### src/mca_pkg.sv
// Constants for the four-channel counter and alarm input unit
// Assumes a 100 MHz system clock and an APB register bus
package mca_pkg;
	// ------------------------------------------------------------
	// Registers (byte addresses)
	// ------------------------------------------------------------
	localparam logic [7:0] MCA_CFG0 = 8'h00;
	localparam logic [7:0] MCA_CNT0 = 8'h10;
	localparam logic [7:0] MCA_LIM0 = 8'h20;
	localparam logic [7:0] MCA_PRE0 = 8'h30;
	localparam logic [7:0] MCA_PRECMD = 8'h40;
	localparam logic [7:0] MCA_ALST = 8'h44;
	localparam logic [7:0] MCA_INST = 8'h48;
	// ------------------------------------------------------------
	// Config fields
	// ------------------------------------------------------------
	localparam int MCA_F_FUNC = 0;  // [3:0]
	localparam int MCA_F_EDGE = 4;  // [5:4] 1 rising 2 falling 3 both
	localparam int MCA_F_DIR = 6;   // 1 = polarity down
	localparam int MCA_F_ULIM = 7;
	localparam int MCA_F_LLIM = 8;
	localparam int MCA_F_LALM = 9;
	localparam int MCA_F_LO = 12;   // not read by mca_top; up limit clears to zero at LIM, down limit loads LIM from 1
	localparam logic [3:0] FN_OFF = 4'h0;
	localparam logic [3:0] FN_AL0 = 4'h1;
	localparam logic [3:0] FN_AL01 = 4'h2;
	localparam logic [3:0] FN_AL05 = 4'h3;
	localparam logic [3:0] FN_AL3 = 4'h4;
	localparam logic [3:0] FN_AL15 = 4'h5;
	localparam logic [3:0] FN_PULSE = 4'h6;
	localparam logic [3:0] FN_PDIR = 4'h7;
	localparam logic [3:0] FN_ENC1 = 4'h8;
	localparam logic [3:0] FN_ENC2 = 4'h9;
	localparam logic [3:0] FN_ENC4 = 4'hA;
	localparam logic [3:0] FN_GATE = 4'hB;
	localparam logic [31:0] MCA_CNT_RST = 32'h0000_0000;
	localparam logic [31:0] MCA_ALL1 = 32'hFFFF_FFFF;
	// ------------------------------------------------------------
	// Timing
	// ------------------------------------------------------------
	localparam int CLK_MHZ = 100;
	localparam int DLY01_US = 100;
	localparam int DLY05_US = 500;
	localparam int DLY3_US = 3000;
	localparam int DLY15_US = 15000;
	localparam int CYC01 = DLY01_US * CLK_MHZ;
	localparam int CYC05 = DLY05_US * CLK_MHZ;
	localparam int CYC3 = DLY3_US * CLK_MHZ;
	localparam int CYC15 = DLY15_US * CLK_MHZ;
endpackage

### src/mca_top.sv
// Four-channel counter, encoder and delayed alarm input unit
// Assumes APB master on clk_sys_in; inputs asynchronous to the pins
`timescale 1ns/1ps
`default_nettype none
module mca_top #(
	parameter int DLY01 = mca_pkg::CYC01,
	parameter int DLY05 = mca_pkg::CYC05,
	parameter int DLY3 = mca_pkg::CYC3,
	parameter int DLY15 = mca_pkg::CYC15
) (
	// Clock and reset
	input wire logic clk_sys_in,
	input wire logic nrst_in,
	// APB
	input wire logic psel_in,
	input wire logic penable_in,
	input wire logic pwrite_in,
	input wire logic [7:0] paddr_in,
	input wire logic [31:0] pwdata_in,
	output logic [31:0] prdata_out,
	output logic pready_out,
	output logic pslverr_out,
	// Inputs of the input connector
	input wire logic [3:0] input_connector_in,
	// Alarm event level (any pending)
	output logic alarm_out
);
	import mca_pkg::*;

	initial begin
		if (DLY01 < 1 || DLY05 < DLY01 || DLY3 < DLY05 || DLY15 < DLY3 || DLY15 > 2**24)
			$error("mca_top: bad delay counts");
	end

	// ------------------------------------------------------------
	// Sync and edges
	// ------------------------------------------------------------
	logic [3:0] s1_r, s2_r, s3_r;
	always_ff @(posedge clk_sys_in) begin
		if (!nrst_in) begin
			s1_r <= 4'h0;
			s2_r <= 4'h0;
			s3_r <= 4'h0;
		end else begin
			s1_r <= input_connector_in;
			s2_r <= s1_r;
			s3_r <= s2_r;
		end
	end
	wire logic [3:0] rise = s2_r & ~s3_r;
	wire logic [3:0] fall = ~s2_r & s3_r;
	wire logic [3:0] lvl = s2_r;

	// ------------------------------------------------------------
	// Registers
	// ------------------------------------------------------------
	logic [12:0] cfg_r [4];
	logic [31:0] cnt_r [4];
	logic [31:0] lim_r [4];
	logic [31:0] pre_r [4];
	logic [3:0] alst_r;
	logic [23:0] tmr_r [4];
	logic [3:0] arm_r;

	function automatic logic [23:0] dly_cnt(input logic [3:0] f);
		case (f)
			FN_AL01: dly_cnt = 24'(DLY01);
			FN_AL05: dly_cnt = 24'(DLY05);
			FN_AL3: dly_cnt = 24'(DLY3);
			FN_AL15: dly_cnt = 24'(DLY15);
			default: dly_cnt = 24'h00_0000;
		endcase
	endfunction

	function automatic logic is_cnt(input logic [3:0] f);
		is_cnt = (f >= FN_PULSE) && (f <= FN_GATE);
	endfunction

	function automatic logic is_enc(input logic [3:0] f);
		is_enc = (f >= FN_ENC1) && (f <= FN_ENC4);
	endfunction

	wire logic acc = psel_in & penable_in;
	wire logic wr = acc & pwrite_in;
	wire logic [1:0] ix = paddr_in[3:2];
	wire logic hit_cfg = paddr_in[7:4] == MCA_CFG0[7:4];
	wire logic hit_cnt = paddr_in[7:4] == MCA_CNT0[7:4];
	wire logic hit_lim = paddr_in[7:4] == MCA_LIM0[7:4];
	wire logic hit_pre = paddr_in[7:4] == MCA_PRE0[7:4];
	wire logic hit_cmd = paddr_in == MCA_PRECMD;
	wire logic hit_ast = paddr_in == MCA_ALST;
	wire logic hit_ins = paddr_in == MCA_INST;
	wire logic mapped = hit_cfg | hit_cnt | hit_lim | hit_pre | hit_cmd | hit_ast | hit_ins;
	wire logic [3:0] preload = (wr && hit_cmd) ? pwdata_in[3:0] : 4'h0;

	always_ff @(posedge clk_sys_in) begin
		if (!nrst_in) begin
			for (int i = 0; i < 4; i++) begin
				cfg_r[i] <= 13'h0000;
				lim_r[i] <= MCA_CNT_RST;
				pre_r[i] <= MCA_CNT_RST;
			end
		end else if (wr) begin
			if (hit_cfg)
				cfg_r[ix] <= pwdata_in[12:0];
			if (hit_lim)
				lim_r[ix] <= pwdata_in;
			if (hit_pre)
				pre_r[ix] <= pwdata_in;
		end
	end

	// APB answer: one-cycle access phase
	always_ff @(posedge clk_sys_in) begin
		if (!nrst_in) begin
			prdata_out <= 32'h0000_0000;
			pready_out <= 1'b0;
			pslverr_out <= 1'b0;
		end else begin
			pready_out <= psel_in & ~penable_in;
			pslverr_out <= psel_in & ~penable_in & ~mapped;
			prdata_out <= 32'h0000_0000;
			if (psel_in && !penable_in && !pwrite_in) begin
				if (hit_cfg)
					prdata_out <= {19'h0_0000, cfg_r[ix]};
				else if (hit_cnt)
					prdata_out <= cnt_r[ix];
				else if (hit_lim)
					prdata_out <= lim_r[ix];
				else if (hit_pre)
					prdata_out <= pre_r[ix];
				else if (hit_ast)
					prdata_out <= {28'h000_0000, alst_r};
				else if (hit_ins)
					prdata_out <= {28'h000_0000, lvl};
			end
		end
	end

	// ------------------------------------------------------------
	// Count steps
	// ------------------------------------------------------------
	logic [3:0] up, dn, lhit;
	always_comb begin
		up = 4'h0;
		dn = 4'h0;
		for (int i = 0; i < 4; i++) begin
			logic [1:0] b;
			logic ev, pol;
			logic [3:0] f;
			b = 2'(i ^ 1);
			f = cfg_r[i][3:0];
			pol = cfg_r[i][MCA_F_DIR];
			ev = (cfg_r[i][MCA_F_EDGE] & rise[i]) | (cfg_r[i][MCA_F_EDGE+1] & fall[i]);
			// Encoders and paired modes only on channels 0 and 2
			case (f)
				FN_PULSE: begin
					up[i] = ev & ~pol;
					dn[i] = ev & pol;
				end
				FN_PDIR: if (i % 2 == 0) begin
					up[i] = ev & (lvl[b] == pol);
					dn[i] = ev & (lvl[b] != pol);
				end
				FN_GATE: if (i % 2 == 0) begin
					up[i] = ev & lvl[b] & ~pol;
					dn[i] = ev & lvl[b] & pol;
				end
				FN_ENC1: if (i % 2 == 0) begin
					up[i] = fall[i] & lvl[b];
					dn[i] = rise[i] & lvl[b];
				end
				FN_ENC2: if (i % 2 == 0) begin
					up[i] = (rise[i] & ~lvl[b]) | (fall[i] & lvl[b]);
					dn[i] = (rise[i] & lvl[b]) | (fall[i] & ~lvl[b]);
				end
				FN_ENC4: if (i % 2 == 0) begin
					up[i] = (rise[b] & lvl[i]) | (fall[b] & ~lvl[i])
						| (rise[i] & ~lvl[b]) | (fall[i] & lvl[b]);
					dn[i] = (rise[b] & ~lvl[i]) | (fall[b] & lvl[i])
						| (rise[i] & lvl[b]) | (fall[i] & ~lvl[b]);
				end
				default: begin
					up[i] = 1'b0;
					dn[i] = 1'b0;
				end
			endcase
		end
	end

	// Second input of a pair is busy if the first uses it
	wire logic [3:0] slave_in = {is_cnt(cfg_r[2][3:0]) && cfg_r[2][3:0] != FN_PULSE,
		1'b0, is_cnt(cfg_r[0][3:0]) && cfg_r[0][3:0] != FN_PULSE, 1'b0};
	// Encoders take over their B input, alarm function included
	wire logic [3:0] enc_b = {is_enc(cfg_r[2][3:0]), 1'b0, is_enc(cfg_r[0][3:0]), 1'b0};

	// ------------------------------------------------------------
	// Counters
	// ------------------------------------------------------------
	always_ff @(posedge clk_sys_in) begin
		for (int i = 0; i < 4; i++) begin
			if (!nrst_in) begin
				cnt_r[i] <= MCA_CNT_RST;
				lhit[i] <= 1'b0;
			end else begin
				lhit[i] <= 1'b0;
				if (preload[i]) begin
					cnt_r[i] <= pre_r[i];
				end else if (up[i] && !slave_in[i]) begin
					if (cfg_r[i][MCA_F_ULIM] && cnt_r[i] + 32'h0000_0001 >= lim_r[i]) begin
						cnt_r[i] <= MCA_CNT_RST;
						lhit[i] <= 1'b1;
					end else begin
						cnt_r[i] <= cnt_r[i] + 32'h0000_0001;
					end
				end else if (dn[i] && !slave_in[i]) begin
					if (cfg_r[i][MCA_F_LLIM] && cnt_r[i] == MCA_CNT_RST + 32'h0000_0001) begin
						cnt_r[i] <= lim_r[i];
						lhit[i] <= 1'b1;
					end else begin
						cnt_r[i] <= cnt_r[i] - 32'h0000_0001;
					end
				end
			end
		end
	end

	// ------------------------------------------------------------
	// Delayed alarm inputs
	// ------------------------------------------------------------
	always_ff @(posedge clk_sys_in) begin
		for (int i = 0; i < 4; i++) begin
			logic [3:0] f;
			logic clr;
			f = cfg_r[i][3:0];
			clr = wr && hit_ast && pwdata_in[i];
			if (!nrst_in) begin
				tmr_r[i] <= 24'h00_0000;
				arm_r[i] <= 1'b0;
				alst_r[i] <= 1'b0;
			end else begin
				if (lhit[i] && cfg_r[i][MCA_F_LALM]) begin
					alst_r[i] <= 1'b1;
				end else if (clr) begin
					alst_r[i] <= 1'b0;
				end
				if (f >= FN_AL0 && f <= FN_AL15 && !enc_b[i]) begin
					if ((cfg_r[i][MCA_F_EDGE] & rise[i]) || (cfg_r[i][MCA_F_EDGE+1] & fall[i])) begin
						arm_r[i] <= 1'b1;
						tmr_r[i] <= dly_cnt(f);
						if (dly_cnt(f) == 24'h00_0000) begin
							arm_r[i] <= 1'b0;
							alst_r[i] <= 1'b1;
						end
					end else if (arm_r[i] && (rise[i] || fall[i])) begin
						arm_r[i] <= 1'b0;
					end else if (arm_r[i]) begin
						if (tmr_r[i] <= 24'h00_0001) begin
							arm_r[i] <= 1'b0;
							alst_r[i] <= 1'b1;
						end else begin
							tmr_r[i] <= tmr_r[i] - 24'h00_0001;
						end
					end
				end else begin
					arm_r[i] <= 1'b0;
					tmr_r[i] <= 24'h00_0000;
				end
			end
		end
	end

	always_ff @(posedge clk_sys_in) begin
		if (!nrst_in)
			alarm_out <= 1'b0;
		else
			alarm_out <= |alst_r;
	end

	// ------------------------------------------------------------
	// Checks
	// ------------------------------------------------------------
	property p_reset_clear;
		@(posedge clk_sys_in) !nrst_in |=> cnt_r[0] == 32'h0000_0000 && alst_r == 4'h0;
	endproperty
	a_reset_clear: assert property (p_reset_clear) else $error("reset did not clear");

	property p_off_still;
		@(posedge clk_sys_in) disable iff (!nrst_in)
			cfg_r[1][3:0] == FN_OFF && !preload[1] |=> $stable(cnt_r[1]);
	endproperty
	a_off_still: assert property (p_off_still) else $error("disabled counter moved");

	property p_pulse_up;
		@(posedge clk_sys_in) disable iff (!nrst_in)
			cfg_r[1][3:0] == FN_PULSE && !cfg_r[1][MCA_F_DIR] && cfg_r[1][5:4] == 2'b01
			&& rise[1] && !cfg_r[1][MCA_F_ULIM] && !preload[1] && !slave_in[1]
			|=> cnt_r[1] == $past(cnt_r[1]) + 32'h0000_0001;
	endproperty
	a_pulse_up: assert property (p_pulse_up) else $error("pulse not counted");

	property p_wrap;
		@(posedge clk_sys_in) disable iff (!nrst_in)
			dn[3] && !slave_in[3] && !preload[3] && !cfg_r[3][MCA_F_LLIM]
			&& cnt_r[3] == 32'h0000_0000 |=> cnt_r[3] == 32'hFFFF_FFFF;
	endproperty
	a_wrap: assert property (p_wrap) else $error("no wrap to all ones");

	property p_dir_up;
		@(posedge clk_sys_in) disable iff (!nrst_in)
			cfg_r[0][3:0] == FN_PDIR && !cfg_r[0][MCA_F_DIR] && rise[0]
			&& cfg_r[0][MCA_F_EDGE] && !lvl[1] |-> up[0] && !dn[0];
	endproperty
	a_dir_up: assert property (p_dir_up) else $error("direction polarity wrong");

	property p_enc1;
		@(posedge clk_sys_in) disable iff (!nrst_in)
			cfg_r[0][3:0] == FN_ENC1 && fall[0] && lvl[1] |-> up[0];
	endproperty
	a_enc1: assert property (p_enc1) else $error("single encoder missed");

	property p_enc4;
		@(posedge clk_sys_in) disable iff (!nrst_in)
			cfg_r[0][3:0] == FN_ENC4 && rise[1] && !lvl[0] |-> dn[0];
	endproperty
	a_enc4: assert property (p_enc4) else $error("quad encoder missed");

	property p_preset;
		@(posedge clk_sys_in) disable iff (!nrst_in)
			preload[3] |=> cnt_r[3] == $past(pre_r[3]);
	endproperty
	a_preset: assert property (p_preset) else $error("preset not loaded");

	property p_no_early;
		@(posedge clk_sys_in) disable iff (!nrst_in)
			arm_r[1] && tmr_r[1] > 24'h00_0001 && !lhit[1] |=> !$rose(alst_r[1]);
	endproperty
	a_no_early: assert property (p_no_early) else $error("alarm before delay");

	property p_apb;
		@(posedge clk_sys_in) disable iff (!nrst_in)
			psel_in && !penable_in |=> pready_out;
	endproperty
	a_apb: assert property (p_apb) else $error("apb no ready");

	c_enc2: cover property (@(posedge clk_sys_in) cfg_r[0][3:0] == FN_ENC2 && dn[0]);
	c_alarm: cover property (@(posedge clk_sys_in) $rose(alst_r[1]));
	c_limit: cover property (@(posedge clk_sys_in) lhit[0]);
	c_gate: cover property (@(posedge clk_sys_in) cfg_r[2][3:0] == FN_GATE && up[2]);
	c_dir_down: cover property (@(posedge clk_sys_in) cfg_r[0][3:0] == FN_PDIR && dn[0]);

	property p_enc_b;
		@(posedge clk_sys_in) disable iff (!nrst_in)
			is_enc(cfg_r[0][3:0]) && !preload[1] |=> $stable(cnt_r[1]);
	endproperty
	a_enc_b: assert property (p_enc_b) else $error("encoder B input counted");

	property p_gate_closed;
		@(posedge clk_sys_in) disable iff (!nrst_in)
			cfg_r[2][3:0] == FN_GATE && !lvl[3] |-> !up[2] && !dn[2];
	endproperty
	a_gate_closed: assert property (p_gate_closed) else $error("closed gate counted");

	property p_lim_alarm;
		@(posedge clk_sys_in) disable iff (!nrst_in)
			lhit[0] && cfg_r[0][MCA_F_LALM] |=> alst_r[0];
	endproperty
	a_lim_alarm: assert property (p_lim_alarm) else $error("limit alarm missing");

	property p_dir_dn;
		@(posedge clk_sys_in) disable iff (!nrst_in)
			cfg_r[0][3:0] == FN_PDIR && cfg_r[0][MCA_F_DIR] && rise[0]
			&& cfg_r[0][MCA_F_EDGE] && !lvl[1] |-> dn[0] && !up[0];
	endproperty
	a_dir_dn: assert property (p_dir_dn) else $error("down polarity wrong");
endmodule
`default_nettype wire

### config.mk
export PLATFORM = sky130hd
export DESIGN_NAME = mca_top
export DESIGN_NICKNAME = d
export VERILOG_FILES = /design/src/mca_pkg.sv /design/src/mca_top.sv
export SDC_FILE = /design/constraint.sdc
export NUM_CORES = 2
export LEC_CHECK = 0
export BUFFER_PORTS_ARGS = -buffer_cell sky130_fd_sc_hd__buf_2
export CORE_UTILIZATION = 40
export CTS_BUF_LIST = sky130_fd_sc_hd__clkbuf_8 sky130_fd_sc_hd__clkbuf_16
export DETAILED_ROUTE_END_ITERATION = 10
export GPL_TIMING_DRIVEN = 0
export PLACE_DENSITY = 0.59
export SYNTH_ARGS = -nofsm -noshare
export SYNTH_HDL_FRONTEND = slang
export SYNTH_SLANG_ARGS = --single-unit
export TNS_END_PERCENT = 50
### constraint.sdc
create_clock -name clk_sys_in -period 6.4 [get_ports clk_sys_in]
set_input_delay 0.64 -clock clk_sys_in [delete_from_list [all_inputs] [get_ports clk_sys_in]]
set_output_delay 0.64 -clock clk_sys_in [all_outputs]
set_load 0.05 [all_outputs]
==> run metrics <==
CTS H-tree depth 3; VDD IR-drop max 0.1711 mV; flops & latches, synth 591; Sum Neg Setup Slack 0 ns; Lkg Pwr 16.27 nW; Synth Area in Adders 5.212%; worst path cell trace clkbuf_1 -> nand2_1 -> nor4_4 -> nand2_1 -> nor3_1 -> nand3_1 -> xnor2_1 -> ha_1 -> and4_1 -> nand3_1 -> or4_1 -> a211o_1 -> o21ai_1 -> nor2_1 -> buf_2 -> a221oi_1 -> a21oi_1; Root Buffer clkbuf_16; RSZ-0062 raised after global routing no; Vias 31840; remaining antenna violation count 0; vias in the first global route 29210; Post-Synth XOR/XNOR Area 7.017%; RR Startpoint cnt_r[1][8]; Total GRT Usage 31.60%; fmax 159.9 MHz; Compound-Gate Fraction of Synth Area 11.71%; Final setup viols 0; Synth cell types 90; CTS tree done; TritonRoute pass-1 iters 7; Post-synth top cells edfxtp_1, nor2_1, nand2_1; GRT overflow 0; Routed WL per cell 29.08 um; Max Cap Violations 0; biggest area consumer among synthesized cells edfxtp_1; Slew HR 9.705%; sequential fraction of the synthesis area 45.82%; Die Span Y 308.0 um; final hold viol count 0; hold slack final 0.1793 ns; Layout area overhead 12.75%; Worst Clk Skew 0.04664 ns; EDFF count, synth 532; Worst setup SP type flip-flop; Period Utilization, post-route 97.69%; port bufs 80; ratio of cells with drive above 1 in the final layout 10.21%; crit-path leading delay family simple AND/OR/NAND/NOR gates; Async SR Flop Fraction 0%; initial core utilization 40.61%; standard-cell row count 111; PnR worst setup slack 0.1477 ns; Yosys warnings 0; # IOs 84; Iter 0 DRT Violations 4372; Simple-Gate Fraction of Synth Area 17.94%; worst min path class input port to flip-flop; critical path's slowest cell or4_1; worst path buffer plus inverter count 2; Critical Path Fanout Max 10; Clock Sinks 591; Synth Cell Area 37450 um2; Synth area leaders edfxtp_1, mux4_2, ha_1; Die X 308.0 um; critical path type flip-flop to flip-flop; Yosys top cell area share 42.66%; final cell count without fillers 5201; Avg Cell Area, Syn 10.05 um2; largest family of logic cells by synthesized area simple AND/OR/NAND/NOR gates; Worst-path clk slew 0.06 ns; worst r2r dst cnt_r[1][27]; RePlAce Congestion 1.038; DP Area 39820 um2; Worst Tran Pin Value 1.336 ns; Mapped Nets 3932; CP Capture Type flip-flop; post-synthesis mux area share 7.100%; WHS Path Cells 2; Synth Flop Type edfxtp_1; Max stage delay on crit path 0.62 ns; total CTS buffers 71; DRC violations left 0; core area 92220 um2; Power Density 238.4 nW/um2; R2R Setup Slk 0.15 ns; Hold Crit Endpoint s1_r[3]; R2R depth 17; Cells after Synth 3727; die area 94850 um2; crit path DAT 6.60 ns; Worst Hold Launch input_connector_in[3]; CTS Buffer Depth 3; largest net degree at the start of global routing 33; Skew-Pair Late Insertion Delay 0.67 ns; initial antenna violation count 5; first-pass GRT wire length 212400 um; DRT Wirelength 151300 um; final instance area 42220 um2; CP startpoint cnt_r[1][8]; count leader, synth edfxtp_1; Setup Buffers After CTS 0; routed vias/inst 6.122; minimum clock period 6.252 ns; number of instances in the placed design 5070; final slew viol count 0; pre-CTS setup slack 0.02777 ns; run status finished clean; dpl hpwl 122400 um; Nets 4105; Critical Path RT 6.75 ns
metrics by stage:
stage | util, % | total power, mW
after floorplan | - | 5.410
after global placement | 42.73 | 5.929
after detailed placement | 43.18 | 5.947
after CTS | 45.77 | 10.05
after global routing | 45.78 | 10.33
final | 45.78 | 10.07
state kept, by name (all words and copies together) (netlist names):
name / flops
tmr_r: 96
cfg_r: 52
cnt_r: 128
lvl: 4
lim_r: 128
arm_r: 4
pready_out: 1
pre_r: 128
alst_r: 4
prdata_out: 32
alarm_out: 1
s3_r: 4
pslverr_out: 1
lhit: 4
s1_r: 4
cells in the final DEF, fill, tap and decap left out, types with 17 or more instances in the layout:
cell type and instances:
a221o_1 34, clkbuf_16 72, a221oi_1 71, xor2_1 92, buf_2 116, clkbuf_1 198
edfxtp_1 532, dfxtp_1 59, nand2b_1 34, nor4_1 57, or4_1 19, nand3_1 108
o22ai_1 63, nand2_1 302, or3_1 31, o21ai_1 17, nor2_1 458, nor2b_1 20
a21oi_1 155, nor3_1 116, xnor2_1 208, nand4_1 48, mux4_2 110, inv_1 267
ha_1 156, a22oi_1 39, mux2i_1 17, a21o_1 21, a211oi_1 51, and3_1 100
o21ai_0 123
metal layers:
layer,up-vias,track usage (%),share of wire [%],routed length [um]
li1,14100,-,-,-
met1,15600,44.91,42,63220
met2,1877,46.64,43,64680
met3,259,7.352,12,17630
met4,2,11.71,3.8,5703
met5,-,0,0.013,20
layout make-up:
class	instances	area, um2
diodes	2	5.005
plain buffers	249	1006
clock buffers	75	1843
clock inverters	54	529.3
fillers	8839	50000
inverters	252	945.9
multi-input cells	2635	18470
flip-flops and latches	591	17160
well taps	1243	1555
repair buffers	100	710.7
kinds of logic (layout without fill, tap and decap cells):
family | count (synthesis) | count (layout)
compound gates | 661 | 661
xor+xnor | 300 | 300
fa+ha+maj | 156 | 156
buf+inv | 501 | 730
flops | 591 | 591
mux | 128 | 128
other cells | 0 | 2
simple gates | 1390 | 1390
power by group:
group	switching, mW	leakage, nW	total [mW]	internal (mW)
clock network	1.82	1.22	4.15	2.33
logic	0.774	9.21	1.25	0.472
registers	0.282	5.85	4.67	4.39
total	2.87	16.3	10.1	7.19
how the worst max path moves through the flow:
stage                              end  slack, ns  cells after the start
after detailed placement  cnt_r[1][21]       0.03                     17
after floorplan            lim_r[3][0]       1.53                      6
after CTS                 cnt_r[1][27]       0.02                     17
final                     cnt_r[1][27]       0.15                     17
after global routing      cnt_r[3][21]       0.05                     18
after global placement    lim_r[3][17]      -2.14                      6
worst register-to-register path, cell delays in order (launching register included):
cell	delay, ns
edfxtp_1	0.32
clkbuf_1	0.41
nand2_1	0.22
nor4_4	0.45
nand2_1	0.29
nor3_1	0.60
nand3_1	0.20
xnor2_1	0.20
ha_1	0.34
and4_1	0.24
nand3_1	0.18
or4_1	0.62
a211o_1	0.36
o21ai_1	0.54
nor2_1	0.26
buf_2	0.32
a221oi_1	0.33
a21oi_1	0.07
repair_timing:
action / 4_1_cts / 5_1_grt
setup endpoints to repair: 3 / 22
hold buffers: 0 / 0
gates resized for setup: 1 / 2
No activity file was read; power rests on OpenSTA's default activity.
